<file path="src/rtl/serial_port_pkg.sv">
// Package with constants and types for the RS485 serial port.
package serial_port_pkg;
    localparam int unsigned CLK_HZ = 200000000;
    localparam int unsigned BAUD_MIN = 300;
    localparam int unsigned BAUD_MAX = 250000;
    localparam int unsigned DATA_BITS = 8;
    localparam int unsigned FIFO_DEPTH = 8;
    localparam int unsigned DIV_W = 20;
    localparam logic [DIV_W-1:0] DIV_MAX = DIV_W'(CLK_HZ / (BAUD_MIN * 16));
    localparam logic [DIV_W-1:0] DIV_MIN = DIV_W'(CLK_HZ / (BAUD_MAX * 16));
    localparam logic [DIV_W-1:0] DIV_RST = DIV_W'(CLK_HZ / (115200 * 16));
    localparam logic [3:0] OVS_LAST = 4'hf;
    localparam logic [3:0] OVS_MID = 4'h7;
    localparam logic [3:0] BIT_LAST = 4'h8;
    localparam logic [7:0] BYTE_RST = 8'h00;
    typedef enum logic [3:0] {
        S_IDLE = 4'b0001,
        S_START = 4'b0010,
        S_DATA = 4'b0100,
        S_STOP = 4'b1000
    } line_state_t;
endpackage

</file>
<file path="src/rtl/byte_fifo.sv">
// Parameterised FIFO with valid and ready on both sides.
`timescale 1ns/100ps
module byte_fifo #(
    parameter int WIDTH = 8,
    parameter int DEPTH = 8
) (
    input wire logic sys_clk_i,
    input wire logic rst_n_i,
    input wire logic [WIDTH-1:0] in_data_i,
    input wire logic in_valid_i,
    output logic in_ready_o,
    output logic [WIDTH-1:0] out_data_o,
    output logic out_valid_o,
    input wire logic out_ready_i
);
    localparam int AW = $clog2(DEPTH);
    logic [WIDTH-1:0] mem_q [DEPTH];
    logic [AW-1:0] wr_q, wr_d, rd_q, rd_d;
    logic [AW:0] cnt_q, cnt_d;
    logic push, pop;

    assign in_ready_o = (cnt_q != (AW+1)'(DEPTH));
    assign out_valid_o = (cnt_q != '0);
    assign out_data_o = mem_q[rd_q];
    assign push = in_valid_i && in_ready_o;
    assign pop = out_valid_o && out_ready_i;

    always_comb begin
        wr_d = push ? ((wr_q == AW'(DEPTH - 1)) ? '0 : wr_q + 1'b1) : wr_q;
        rd_d = pop ? ((rd_q == AW'(DEPTH - 1)) ? '0 : rd_q + 1'b1) : rd_q;
        cnt_d = cnt_q + (AW+1)'(push) - (AW+1)'(pop);
    end

    always_ff @(posedge sys_clk_i or negedge rst_n_i) begin
        if (!rst_n_i) begin
            wr_q <= '0;
            rd_q <= '0;
            cnt_q <= '0;
        end else begin
            wr_q <= wr_d;
            rd_q <= rd_d;
            cnt_q <= cnt_d;
        end
    end

    always_ff @(posedge sys_clk_i) begin
        if (push) begin
            mem_q[wr_q] <= in_data_i;
        end
    end
endmodule

</file>
<file path="src/rtl/rs485_async_serial_port.sv">
// RS485 asynchronous serial port with independent transmit and buffered receive paths.
`timescale 1ns/100ps
module rs485_async_serial_port
    import serial_port_pkg::*;
(
    // Clock and reset.
    input wire logic sys_clk_i,
    input wire logic rst_n_i,
    // Configuration.
    input wire logic [serial_port_pkg::DIV_W-1:0] baud_div_i,
    input wire logic buffered_i,
    input wire logic slave_mode_i,
    // Transceiver pins.
    input wire logic rx_line_i,
    output logic tx_line_o,
    output logic tx_drive_o,
    input wire logic turn_i,
    // Transmit request.
    input wire logic [7:0] tx_data_i,
    input wire logic tx_valid_i,
    output logic tx_ready_o,
    // Receive data.
    output logic [7:0] rx_data_o,
    output logic rx_valid_o,
    input wire logic rx_ready_i,
    output logic frame_err_o,
    output logic overrun_o
);
    import serial_port_pkg::*;

    logic [DIV_W-1:0] div_lim, div_q, div_d;
    logic tick;
    line_state_t tx_st_q, tx_st_d, rx_st_q, rx_st_d;
    logic [3:0] tx_ovs_q, tx_ovs_d, tx_bit_q, tx_bit_d;
    logic [7:0] tx_sh_q, tx_sh_d;
    logic tx_line_q, tx_line_d, tx_rdy_q, tx_rdy_d, drive_q, drive_d;
    logic [3:0] rx_ovs_q, rx_ovs_d, rx_bit_q, rx_bit_d;
    logic [7:0] rx_sh_q, rx_sh_d;
    logic rx_meta_q, rx_sync_q;
    logic push, fe_q, fe_d, ov_q, ov_d;
    logic [7:0] hold_q, hold_d;
    logic hold_v_q, hold_v_d;
    logic fifo_ready, fifo_valid;
    logic [7:0] fifo_data;
    logic [7:0] out_q, out_d;
    logic out_v_q, out_v_d;
    logic take;

    // Oversampling tick at sixteen times the bit rate.
    always_comb begin
        div_lim = baud_div_i;
        if (baud_div_i > DIV_MAX) begin
            div_lim = DIV_MAX;
        end else if (baud_div_i < DIV_MIN) begin
            div_lim = DIV_MIN;
        end
        tick = (div_q >= div_lim - 1'b1);
        div_d = tick ? '0 : div_q + 1'b1;
    end

    // Transmitter.
    always_comb begin
        tx_st_d = tx_st_q;
        tx_ovs_d = tx_ovs_q;
        tx_bit_d = tx_bit_q;
        tx_sh_d = tx_sh_q;
        tx_line_d = tx_line_q;
        tx_rdy_d = tx_rdy_q;
        case (tx_st_q)
            S_IDLE: begin
                tx_line_d = 1'b1;
                if (tx_valid_i && tx_rdy_q) begin
                    tx_sh_d = tx_data_i;
                    tx_rdy_d = 1'b0;
                    tx_ovs_d = '0;
                    tx_st_d = S_START;
                end
            end
            S_START: begin
                tx_line_d = 1'b0;
                if (tick) begin
                    tx_ovs_d = tx_ovs_q + 1'b1;
                    if (tx_ovs_q == OVS_LAST) begin
                        tx_bit_d = '0;
                        tx_st_d = S_DATA;
                    end
                end
            end
            S_DATA: begin
                tx_line_d = tx_sh_q[0];
                if (tick) begin
                    tx_ovs_d = tx_ovs_q + 1'b1;
                    if (tx_ovs_q == OVS_LAST) begin
                        tx_sh_d = {1'b0, tx_sh_q[7:1]};
                        tx_bit_d = tx_bit_q + 1'b1;
                        if (tx_bit_q == BIT_LAST - 1'b1) begin
                            tx_st_d = S_STOP;
                        end
                    end
                end
            end
            S_STOP: begin
                tx_line_d = 1'b1;
                if (tick) begin
                    tx_ovs_d = tx_ovs_q + 1'b1;
                    if (tx_ovs_q == OVS_LAST) begin
                        tx_rdy_d = 1'b1;
                        tx_st_d = S_IDLE;
                    end
                end
            end
            default: begin
                tx_st_d = S_IDLE;
                tx_rdy_d = 1'b1;
            end
        endcase
        // Slave direction follows turnaround; as master drive only while sending.
        drive_d = slave_mode_i ? turn_i : (tx_st_d != S_IDLE);
    end

    // Receiver.
    always_comb begin
        rx_st_d = rx_st_q;
        rx_ovs_d = rx_ovs_q;
        rx_bit_d = rx_bit_q;
        rx_sh_d = rx_sh_q;
        push = 1'b0;
        fe_d = 1'b0;
        case (rx_st_q)
            S_IDLE: begin
                if (!rx_sync_q) begin
                    rx_ovs_d = '0;
                    rx_st_d = S_START;
                end
            end
            S_START: begin
                if (tick) begin
                    rx_ovs_d = rx_ovs_q + 1'b1;
                    if (rx_ovs_q == OVS_MID) begin
                        rx_ovs_d = '0;
                        rx_bit_d = '0;
                        rx_st_d = rx_sync_q ? S_IDLE : S_DATA;
                    end
                end
            end
            S_DATA: begin
                if (tick) begin
                    rx_ovs_d = rx_ovs_q + 1'b1;
                    if (rx_ovs_q == OVS_LAST) begin
                        rx_sh_d = {rx_sync_q, rx_sh_q[7:1]};
                        rx_bit_d = rx_bit_q + 1'b1;
                        if (rx_bit_q == BIT_LAST - 1'b1) begin
                            rx_st_d = S_STOP;
                        end
                    end
                end
            end
            S_STOP: begin
                if (tick) begin
                    rx_ovs_d = rx_ovs_q + 1'b1;
                    if (rx_ovs_q == OVS_LAST) begin
                        rx_st_d = S_IDLE;
                        push = rx_sync_q;
                        fe_d = !rx_sync_q;
                    end
                end
            end
            default: begin
                rx_st_d = S_IDLE;
            end
        endcase
    end

    // Single-byte holding register and output stage.
    always_comb begin
        hold_d = hold_q;
        hold_v_d = hold_v_q;
        ov_d = 1'b0;
        take = !out_v_q || rx_ready_i;
        if (!buffered_i && push) begin
            if (hold_v_q) begin
                ov_d = 1'b1;
            end
            hold_d = rx_sh_q;
            hold_v_d = 1'b1;
        end else if (buffered_i && push && !fifo_ready) begin
            ov_d = 1'b1;
        end
        out_d = out_q;
        out_v_d = out_v_q && !rx_ready_i;
        if (take && buffered_i && fifo_valid) begin
            out_d = fifo_data;
            out_v_d = 1'b1;
        end else if (take && hold_v_q && !(!buffered_i && push)) begin
            out_d = hold_q;
            out_v_d = 1'b1;
            hold_v_d = 1'b0;
        end
    end

    byte_fifo #(
        .WIDTH(DATA_BITS),
        .DEPTH(FIFO_DEPTH)
    ) rx_fifo (
        .sys_clk_i(sys_clk_i),
        .rst_n_i(rst_n_i),
        .in_data_i(rx_sh_q),
        .in_valid_i(buffered_i && push),
        .in_ready_o(fifo_ready),
        .out_data_o(fifo_data),
        .out_valid_o(fifo_valid),
        .out_ready_i(take && buffered_i)
    );

    always_ff @(posedge sys_clk_i or negedge rst_n_i) begin
        if (!rst_n_i) begin
            div_q <= '0;
            tx_st_q <= S_IDLE;
            tx_ovs_q <= '0;
            tx_bit_q <= '0;
            tx_sh_q <= BYTE_RST;
            tx_line_q <= 1'b1;
            tx_rdy_q <= 1'b1;
            drive_q <= 1'b0;
            rx_st_q <= S_IDLE;
            rx_ovs_q <= '0;
            rx_bit_q <= '0;
            rx_sh_q <= BYTE_RST;
            rx_meta_q <= 1'b1;
            rx_sync_q <= 1'b1;
            fe_q <= 1'b0;
            ov_q <= 1'b0;
            hold_q <= BYTE_RST;
            hold_v_q <= 1'b0;
            out_q <= BYTE_RST;
            out_v_q <= 1'b0;
        end else begin
            div_q <= div_d;
            tx_st_q <= tx_st_d;
            tx_ovs_q <= tx_ovs_d;
            tx_bit_q <= tx_bit_d;
            tx_sh_q <= tx_sh_d;
            tx_line_q <= tx_line_d;
            tx_rdy_q <= tx_rdy_d;
            drive_q <= drive_d;
            rx_st_q <= rx_st_d;
            rx_ovs_q <= rx_ovs_d;
            rx_bit_q <= rx_bit_d;
            rx_sh_q <= rx_sh_d;
            rx_meta_q <= rx_line_i;
            rx_sync_q <= rx_meta_q;
            fe_q <= fe_d;
            ov_q <= ov_d;
            hold_q <= hold_d;
            hold_v_q <= hold_v_d;
            out_q <= out_d;
            out_v_q <= out_v_d;
        end
    end

    assign tx_line_o = tx_line_q;
    assign tx_drive_o = drive_q;
    assign tx_ready_o = tx_rdy_q;
    assign rx_data_o = out_q;
    assign rx_valid_o = out_v_q;
    assign frame_err_o = fe_q;
    assign overrun_o = ov_q;
endmodule

</file>
<file path="config.mk">
export PLATFORM = sky130hd
export DESIGN_NAME = rs485_async_serial_port
export DESIGN_NICKNAME = d
export VERILOG_FILES = /design/src/rtl/serial_port_pkg.sv /design/src/rtl/byte_fifo.sv /design/src/rtl/rs485_async_serial_port.sv
export SDC_FILE = /design/constraint.sdc
export NUM_CORES = 1
export LEC_CHECK = 0
export BUFFER_PORTS_ARGS = -buffer_cell sky130_fd_sc_hd__buf_2
export CAP_MARGIN = 20
export CELL_PAD_IN_SITES_DETAIL_PLACEMENT = 0
export CELL_PAD_IN_SITES_GLOBAL_PLACEMENT = 2
export CORE_MARGIN = 3
export CORE_UTILIZATION = 45
export DETAILED_ROUTE_END_ITERATION = 10
export PLACE_DENSITY = 0.95
export SLEW_MARGIN = 10
export SYNTH_ARGS = -nofsm -noshare
export SYNTH_HDL_FRONTEND = slang
export SYNTH_SLANG_ARGS = --single-unit
</file>
<file path="constraint.sdc">
create_clock -name sys_clk_i -period 8.85 [get_ports sys_clk_i]
set_clock_uncertainty 0.15 [all_clocks]
set_input_delay 0 -clock sys_clk_i [delete_from_list [all_inputs] [get_ports sys_clk_i]]
set_output_delay 0 -clock sys_clk_i [all_outputs]
set_load 0.05 [all_outputs]
</file>
## After elaboration in Yosys (flattened, before gate mapping)

Memories as Yosys holds them, arrays and structs flattened.
Index checks and enable logic that the tools add are counted.
W data, S select, Z words.

| word-level totals | value |
|---|---|
| memories kept | 1 |
| output and inout port bits | 14 |
| logic and storage cells | 179 |
| memory bits (writable) | 64 |
| flip-flop bits (word level) | 95 |
| input bits | 36 |

Memories:

| memory | depth | bits a word | read ports | clocked after Yosys merged registers in | write ports | RTL line | RTL |
|---|---|---|---|---|---|---|---|
| rx_fifo.mem_q | 8 | 8 | 1 | 0 | 1 | byte_fifo.sv:17 | `logic [WIDTH-1:0] mem_q [DEPTH];` |

| cells by class | value |
|---|---|
| bitwise logic cells | 1 |
| reduce and logical (&&, ||, !) cells | 37 |
| muxes and demuxes | 70 |
| equal/unequal tests | 34 |
| add/subtract/negate cells | 10 |
| magnitude comparators | 3 |

Operators with widths:

| operator | count |
|---|---|
| $mux W4 | 30 |
| $mux W20 | 3 |
| $mux W8 | 5 |
| $pmux W4 S4 | 2 |
| $ne A2 B2 Y1 const B | 15 |
| $pmux W4 S2 | 3 |
| $add A20 B1 Y20 const B | 1 |
| $eq A4 B3 Y1 const B | 5 |
| $ge A20 B20 Y1 | 1 |
| $gt A20 B16 Y1 const B | 1 |
| $lt A20 B6 Y1 const B | 1 |
| $mux W1 | 20 |
| $sub A20 B1 Y20 const B | 1 |
| $add A4 B1 Y4 const B | 4 |
| $eq A4 B4 Y1 const B | 4 |
| $pmux W8 S2 | 1 |
| $pmux W4 S3 | 1 |
| $reduce_and A4 Y1 | 3 |
| $logic_and A1 B1 Y1 | 10 |
| $reduce_and A5 Y1 | 2 |
| $reduce_bool A2 Y1 | 5 |
| $mux W3 | 3 |
| $eq A4 B1 Y1 const B | 2 |
| $eq A4 B2 Y1 const B | 2 |
| other kinds (17) | 30 |

## Longest topological paths before layout

| depth | value |
|---|---|
| word-level depth | 12 |
| depth in mapped cells | 22 |
| depth with buffers taken out | 20 |

## Modules after synthesis

Synthesis repeated with hierarchy kept, for this count alone.

| second synthesis, totals | value |
|---|---|
| cell total of the unflattened synthesis | 692 |
| area total of the unflattened synthesis | 8,089.0 um2 |

By module, submodules not included:

| module | cells each | instances | area each (um2) | sequential area each (um2) |
|---|---|---|---|---|
| rs485_async_serial_port | 541 | 1 | 4,989.8 | 2,134.5 |
| byte_fifo | 151 | 1 | 3,099.2 | 2,172.1 |

## Worst setup path after synthesis

OpenSTA, ideal clock, no wires.

| timing path | value |
|---|---|
| path type | input -> register |
| from | input port baud_div_i[4] (netlist bit) |
| to | register rx_fifo.cnt_q[2] |
| path buffers | 2 |
| arrival time | 4.148 ns |
| setup slack | 4.430 ns |
| data required time | 8.577 ns |
| cell stages on the path | 22 |
| setup time | 0.123 ns |
| cells stage by stage | nor4_2 > a21oi_1 > o2111a_1 > a211oi_4 > nor2b_1 > ha_1 > clkbuf_1 > nand3_1 > nor4_1 > xor2_1 > nand2_1 > ha_1 > nand2_1 > nor3_2 > nand2_2 > o2111ai_4 > and3_4 > buf_6 > ha_1 > inv_1 > fa_1 > xnor2_1 |

| on the way | value |
|---|---|
| longest elaborated chain between the ends | 11 |
| elaborated cells between the ends (all ways) | 12 |
| classes of those cells | add/sub: 3; order compare: 3; mux: 4; reduce/logical: 2 |

RTL lines:

| what | RTL line | RTL |
|---|---|---|
| from (decl) | rs485_async_serial_port.sv:10 | `input wire logic [serial_port_pkg::DIV_W-1:0] baud_div_i,` |
| $lt A20 B6 Y1 | rs485_async_serial_port.sv:54 | `end else if (baud_div_i < DIV_MIN) begin` |
| $mux W20 | rs485_async_serial_port.sv:54 |  |
| $mux W20 * | rs485_async_serial_port.sv:52 | `if (baud_div_i > DIV_MAX) begin` |
| $sub A20 B1 Y20 * | rs485_async_serial_port.sv:57 | `tick = (div_q >= div_lim - 1'b1);` |
| $ge A20 B20 Y1 * | rs485_async_serial_port.sv:57 |  |
| $mux W1 * | rs485_async_serial_port.sv:159 | `if (tick) begin` |
| $mux W1 * | rs485_async_serial_port.sv:129 | `case (rx_st_q)` |
| $logic_and A1 B1 Y1 * | rs485_async_serial_port.sv:208 | `.in_valid_i(buffered_i && push),` |
| $logic_and A1 B1 Y1 * | byte_fifo.sv:25 | `assign push = in_valid_i && in_ready_o;` |
| $add A4 B1 Y4 * | byte_fifo.sv:31 | `cnt_d = cnt_q + (AW+1)'(push) - (AW+1)'(pop);` |
| $sub A4 B1 Y4 * | byte_fifo.sv:31 |  |
| net rx_fifo.cnt_d[2] | byte_fifo.sv:19 | `logic [AW:0] cnt_q, cnt_d;` |
| to (signal assigned) | byte_fifo.sv:42 | `cnt_q <= cnt_d;` |
| to (decl) | byte_fifo.sv:19 |  |

The timed path passes the listed nets; every way through them passes the cells marked *.
A chain may end at the register's enable or synchronous reset.

## Worst setup path in the final report

Ends and elaborated chain as after synthesis.

==> flow_metrics.env <==
export IMPL_run_status="complete, no violations"
export IMPL_number_of_global_route_vias_before_repair=5587
export IMPL_total_leakage_power_uw=0.003821
export IMPL_synth_ff_latch_count=159
export IMPL_maxcap_viol_count=0
export IMPL_slew_headroom_pct=36.06
export IMPL_yosys_warning_count=0
export IMPL_area_sequential_mm2=0.004307
export IMPL_async_sr_flop_fraction_pct=59.75
export IMPL_worst_r2r_endpoint="rx_fifo.cnt_q[2]"
export IMPL_cts_root_buf="clkbuf_16"
export IMPL_rsz_0062_raised_after_global_routing="false"
export IMPL_floorplan_rows=48
export IMPL_clock_sinks=159
export IMPL_number_of_buffers_inserted_during_clock_tree_synthesis=17
export IMPL_drive_gt1_share_pct=20.68
export IMPL_total_instance_count_after_detailed_placement=939
export IMPL_antenna_violations_before_repair=0
export IMPL_timing_critical_path_arrival_ps=5010
export IMPL_drt_initial_drc_count=265
export IMPL_tns_ps=0
export IMPL_max_freq_mhz=206.0
export IMPL_worstHoldPathCells=2
export IMPL_clockPowerShare_pct=33.0
export IMPL_netlist_instances=684
export IMPL_timing_final_crit_period_ps=4853
export IMPL_die_width_um=141.0
export IMPL_power_density_mw_per_mm2=243.0
export IMPL_drt_total_wl_um=16650
export IMPL_p_switching_uw=731.9
export IMPL_i_o_pins=50
export IMPL_detail_route_wl_per_cell_um=16.83
export IMPL_clock_insertion_delay_worst_skew_ps=420
export IMPL_power_frac_comb_pct=24.4
export IMPL_die_outline_area_mm2=0.01988
export IMPL_core_area_mm2=0.01760
export IMPL_gpl_final_weighted_congestion=0.8457
export IMPL_timing_worst_slew_pin_value_ps=959.0
export IMPL_global_route_wire_length_before_repair_um=28150
export IMPL_synthDominantCellAreaShare_pct=27.15
export IMPL_ant_nets=0
export IMPL_grt_remaining_overflow=0
export IMPL_num_fill_cells=1471
export IMPL_finish_utilization_pct=53.58
export IMPL_grtUsageTotal_pct=17.59
export IMPL_synthesis_area_mm2=0.008202
export IMPL_hpwlAfterDp_um=11560
export IMPL_timing_hold_worst_class="input pin to flop"
export IMPL_worst_r2r_setup_slack_ps=5520
export IMPL_startpoint="baud_div_i[4]"
export IMPL_worst_hold_path_endpoint="rx_meta_q"
export IMPL_ant_cells=0
export IMPL_synth_top_cells_by_count="dfrtp_1, nor2_1, edfxtp_1, nand2_1, ha_1"
export IMPL_cp_required_ps=9010
export IMPL_worst_ir_drop_vdd_v=0.0002389
export IMPL_setup_violations_final=0
export IMPL_internal_power_uw=1560
export IMPL_whs_ps=74.75
export IMPL_tritoncts="built"
export IMPL_finalNetCount=824
export IMPL_multiInputGateArea_mm2=0.003685
export IMPL_min_period_over_period_pct=54.84
export IMPL_timing_final_hold_violations=0
export IMPL_post_synth_cell_area_avg_um2=11.99
export IMPL_cts_post_setup_buffers_inserted=0
export IMPL_yosys_area_top_type="dfrtp_1"
export IMPL_route_vias_total=5559
export IMPL_clock_tree_buffer_depth=2
export IMPL_reg_to_reg_start="div_q[17]"
export IMPL_ff2ff_path_depth=11
export IMPL_worst_setup_path_type="input pin to flop"
export IMPL_edff_count_synth=64
export IMPL_finalNonFillerCells=989
export IMPL_placement_io_buffers=49
export IMPL_first_pass_iters=5
export IMPL_pin_count_of_the_biggest_net_entering_global_routing=76
export IMPL_synth_top_cells_by_area="dfrtp_1, edfxtp_1, ha_1"
export IMPL_area_growth_pct=14.97
export IMPL_setup_worst_path_end_class="flop"
export IMPL_synth_seq_area_share_pct=52.51
export IMPL_cp_max_fo=43
export IMPL_maximum_level_of_the_cts_h_tree=4
export IMPL_critical_path_startpoint_type="input pin"
export IMPL_vertical_extent_of_the_die_um=141.0
export IMPL_timing_hold_worst_start="rx_line_i"
export IMPL_via_per_inst=5.621
export IMPL_sequentialPowerShare_pct=42.6
export IMPL_post_synth_top_count_cell="dfrtp_1"
export IMPL_clkSlewWorstSetupHoldPaths_ps=70
export IMPL_sw_frac_of_total_pct=31.93
export IMPL_floorplan_initialDensity_pct=46.61
export IMPL_slew_viol_final=0
export IMPL_drc=0
export IMPL_cts_resized=0
export IMPL_post_synth_num_cell_types=80
export IMPL_postSynth_topFlopCell="dfrtp_1"
-- worst max path at each step --
stage / end / depth (start not counted)
6_report: rx_fifo.cnt_q[2] / 22
3_5_place_dp: rx_fifo.cnt_q[2] / 22
2_1_floorplan: rx_fifo.cnt_q[2] / 22
5_1_grt: rx_fifo.cnt_q[2] / 22
3_3_place_gp: rx_fifo.cnt_q[1] / 22
4_1_cts: rx_fifo.cnt_q[2] / 22
-- through the flow --
stage               worst slack (ps)  power, uW  area (um^2)
floorplan                       4430       1404         8213
global route                    3573       2427         9429
global placement                3725       1510         8630
finish                          3997       2292         9429
CTS                             4000       2301         9397
detailed placement              3576       1533         8630
-- cells in the final DEF (no fill, tap or decap), drive strengths merged, types with 3 or more instances in the layout --
master       count
a211oi           5
a21o             5
a21oi           25
a221o            8
a2bb2oi          7
a31oi            3
a32o             4
and2             4
and3             7
and4b            3
buf             53
bufinv           3
clkbuf          18
conb             4
dfrtp           89
dfstp            6
dlygate4sd3     16
edfxtp          64
ha              36
inv             32
mux2            20
mux2i           14
mux4            16
nand2           53
nand2b           7
nand3           19
nand3b           3
nand4           12
nor2            68
nor2b            9
nor3            11
nor4            13
o21ai           32
o22ai            5
o2bb2ai          6
o31ai            6
or2              6
or3              4
xnor2           12
xor2            18
-- layout make-up --
class	count	area share, %
Tap cell	225	2.986
Sequential cell	159	45.67
Multi-Input combinational cell	479	39.08
Inverter	25	0.9952
Clock buffer	18	4.551
Timing Repair Buffer	69	4.830
Clock inverter	14	1.884
-- power by group through the flow --
| stage | Clock [uW] | Combinational [uW] | Sequential (uW) |
|---|---|---|---|
| detailed placement | 0 | 529 | 1000 |
| finish | 756 | 560 | 976 |
| floorplan | 0 | 402 | 1000 |
| global placement | 0 | 512 | 998 |
| CTS | 773 | 537 | 991 |
| global route | 809 | 625 | 994 |
-- registers in the layout (all words and copies together) (netlist names), 3 cells and up --
signal	count
rx_fifo.mem_q	64
div_q	20
hold_q	8
rx_data_o	8
rx_sh_q	8
tx_sh_q	8
rx_bit_q	4
rx_fifo.cnt_q	4
rx_ovs_q	4
rx_st_q	4
tx_bit_q	4
tx_ovs_q	4
tx_st_q	4
rx_fifo.rd_q	3
rx_fifo.wr_q	3
-- kinds of logic (layout without fill, tap and decap cells) --
| group | Yosys count | count (layout) | synth area share [%] |
|---|---|---|---|
| adders and majority gates | 37 | 37 | 5.736 |
| and+or+nand+nor | 232 | 232 | 15.27 |
| muxes | 50 | 50 | 8.894 |
| AOI/OAI and AO/OA | 126 | 126 | 11.56 |
| buffers and inverters | 49 | 126 | 2.777 |
| DFF | 159 | 159 | 52.51 |
| other | 1 | 4 | 0.04572 |
| xor gates and xnor gates | 30 | 30 | 3.204 |
-- routing by layer --
metal  GRT usage (%)  vias up  share of wire [%]
met5               0        -                  0
met4           4.793        0                1.2
met3           4.003       17                2.8
met2           30.19       84                 52
met1           22.52     2767                 44
li1                -     2691                  -
-- timing repair --
| action | CTS | global route |
|---|---|---|
| endpoints found under the hold margin | 105 | 0 |
| endpoints found under the setup margin | 0 | 0 |
| hold buffers | 16 | 0 |
-- critical path, stage by stage --
cell	delay (ps)
buf_2	140
nor4_2	370
a21oi_1	130
o2111a_1	340
a211oi_4	430
nor2b_1	200
ha_1	310
nand3_1	100
nor4_1	240
xor2_1	180
nand2_1	70
ha_1	290
nand2_1	70
nor3_2	210
nand2_2	110
o2111ai_4	200
buf_4	460
and3_4	390
ha_1	200
inv_1	50
fa_1	370
xnor2_1	140
Note: power is estimated with default switching activity, not from simulation.
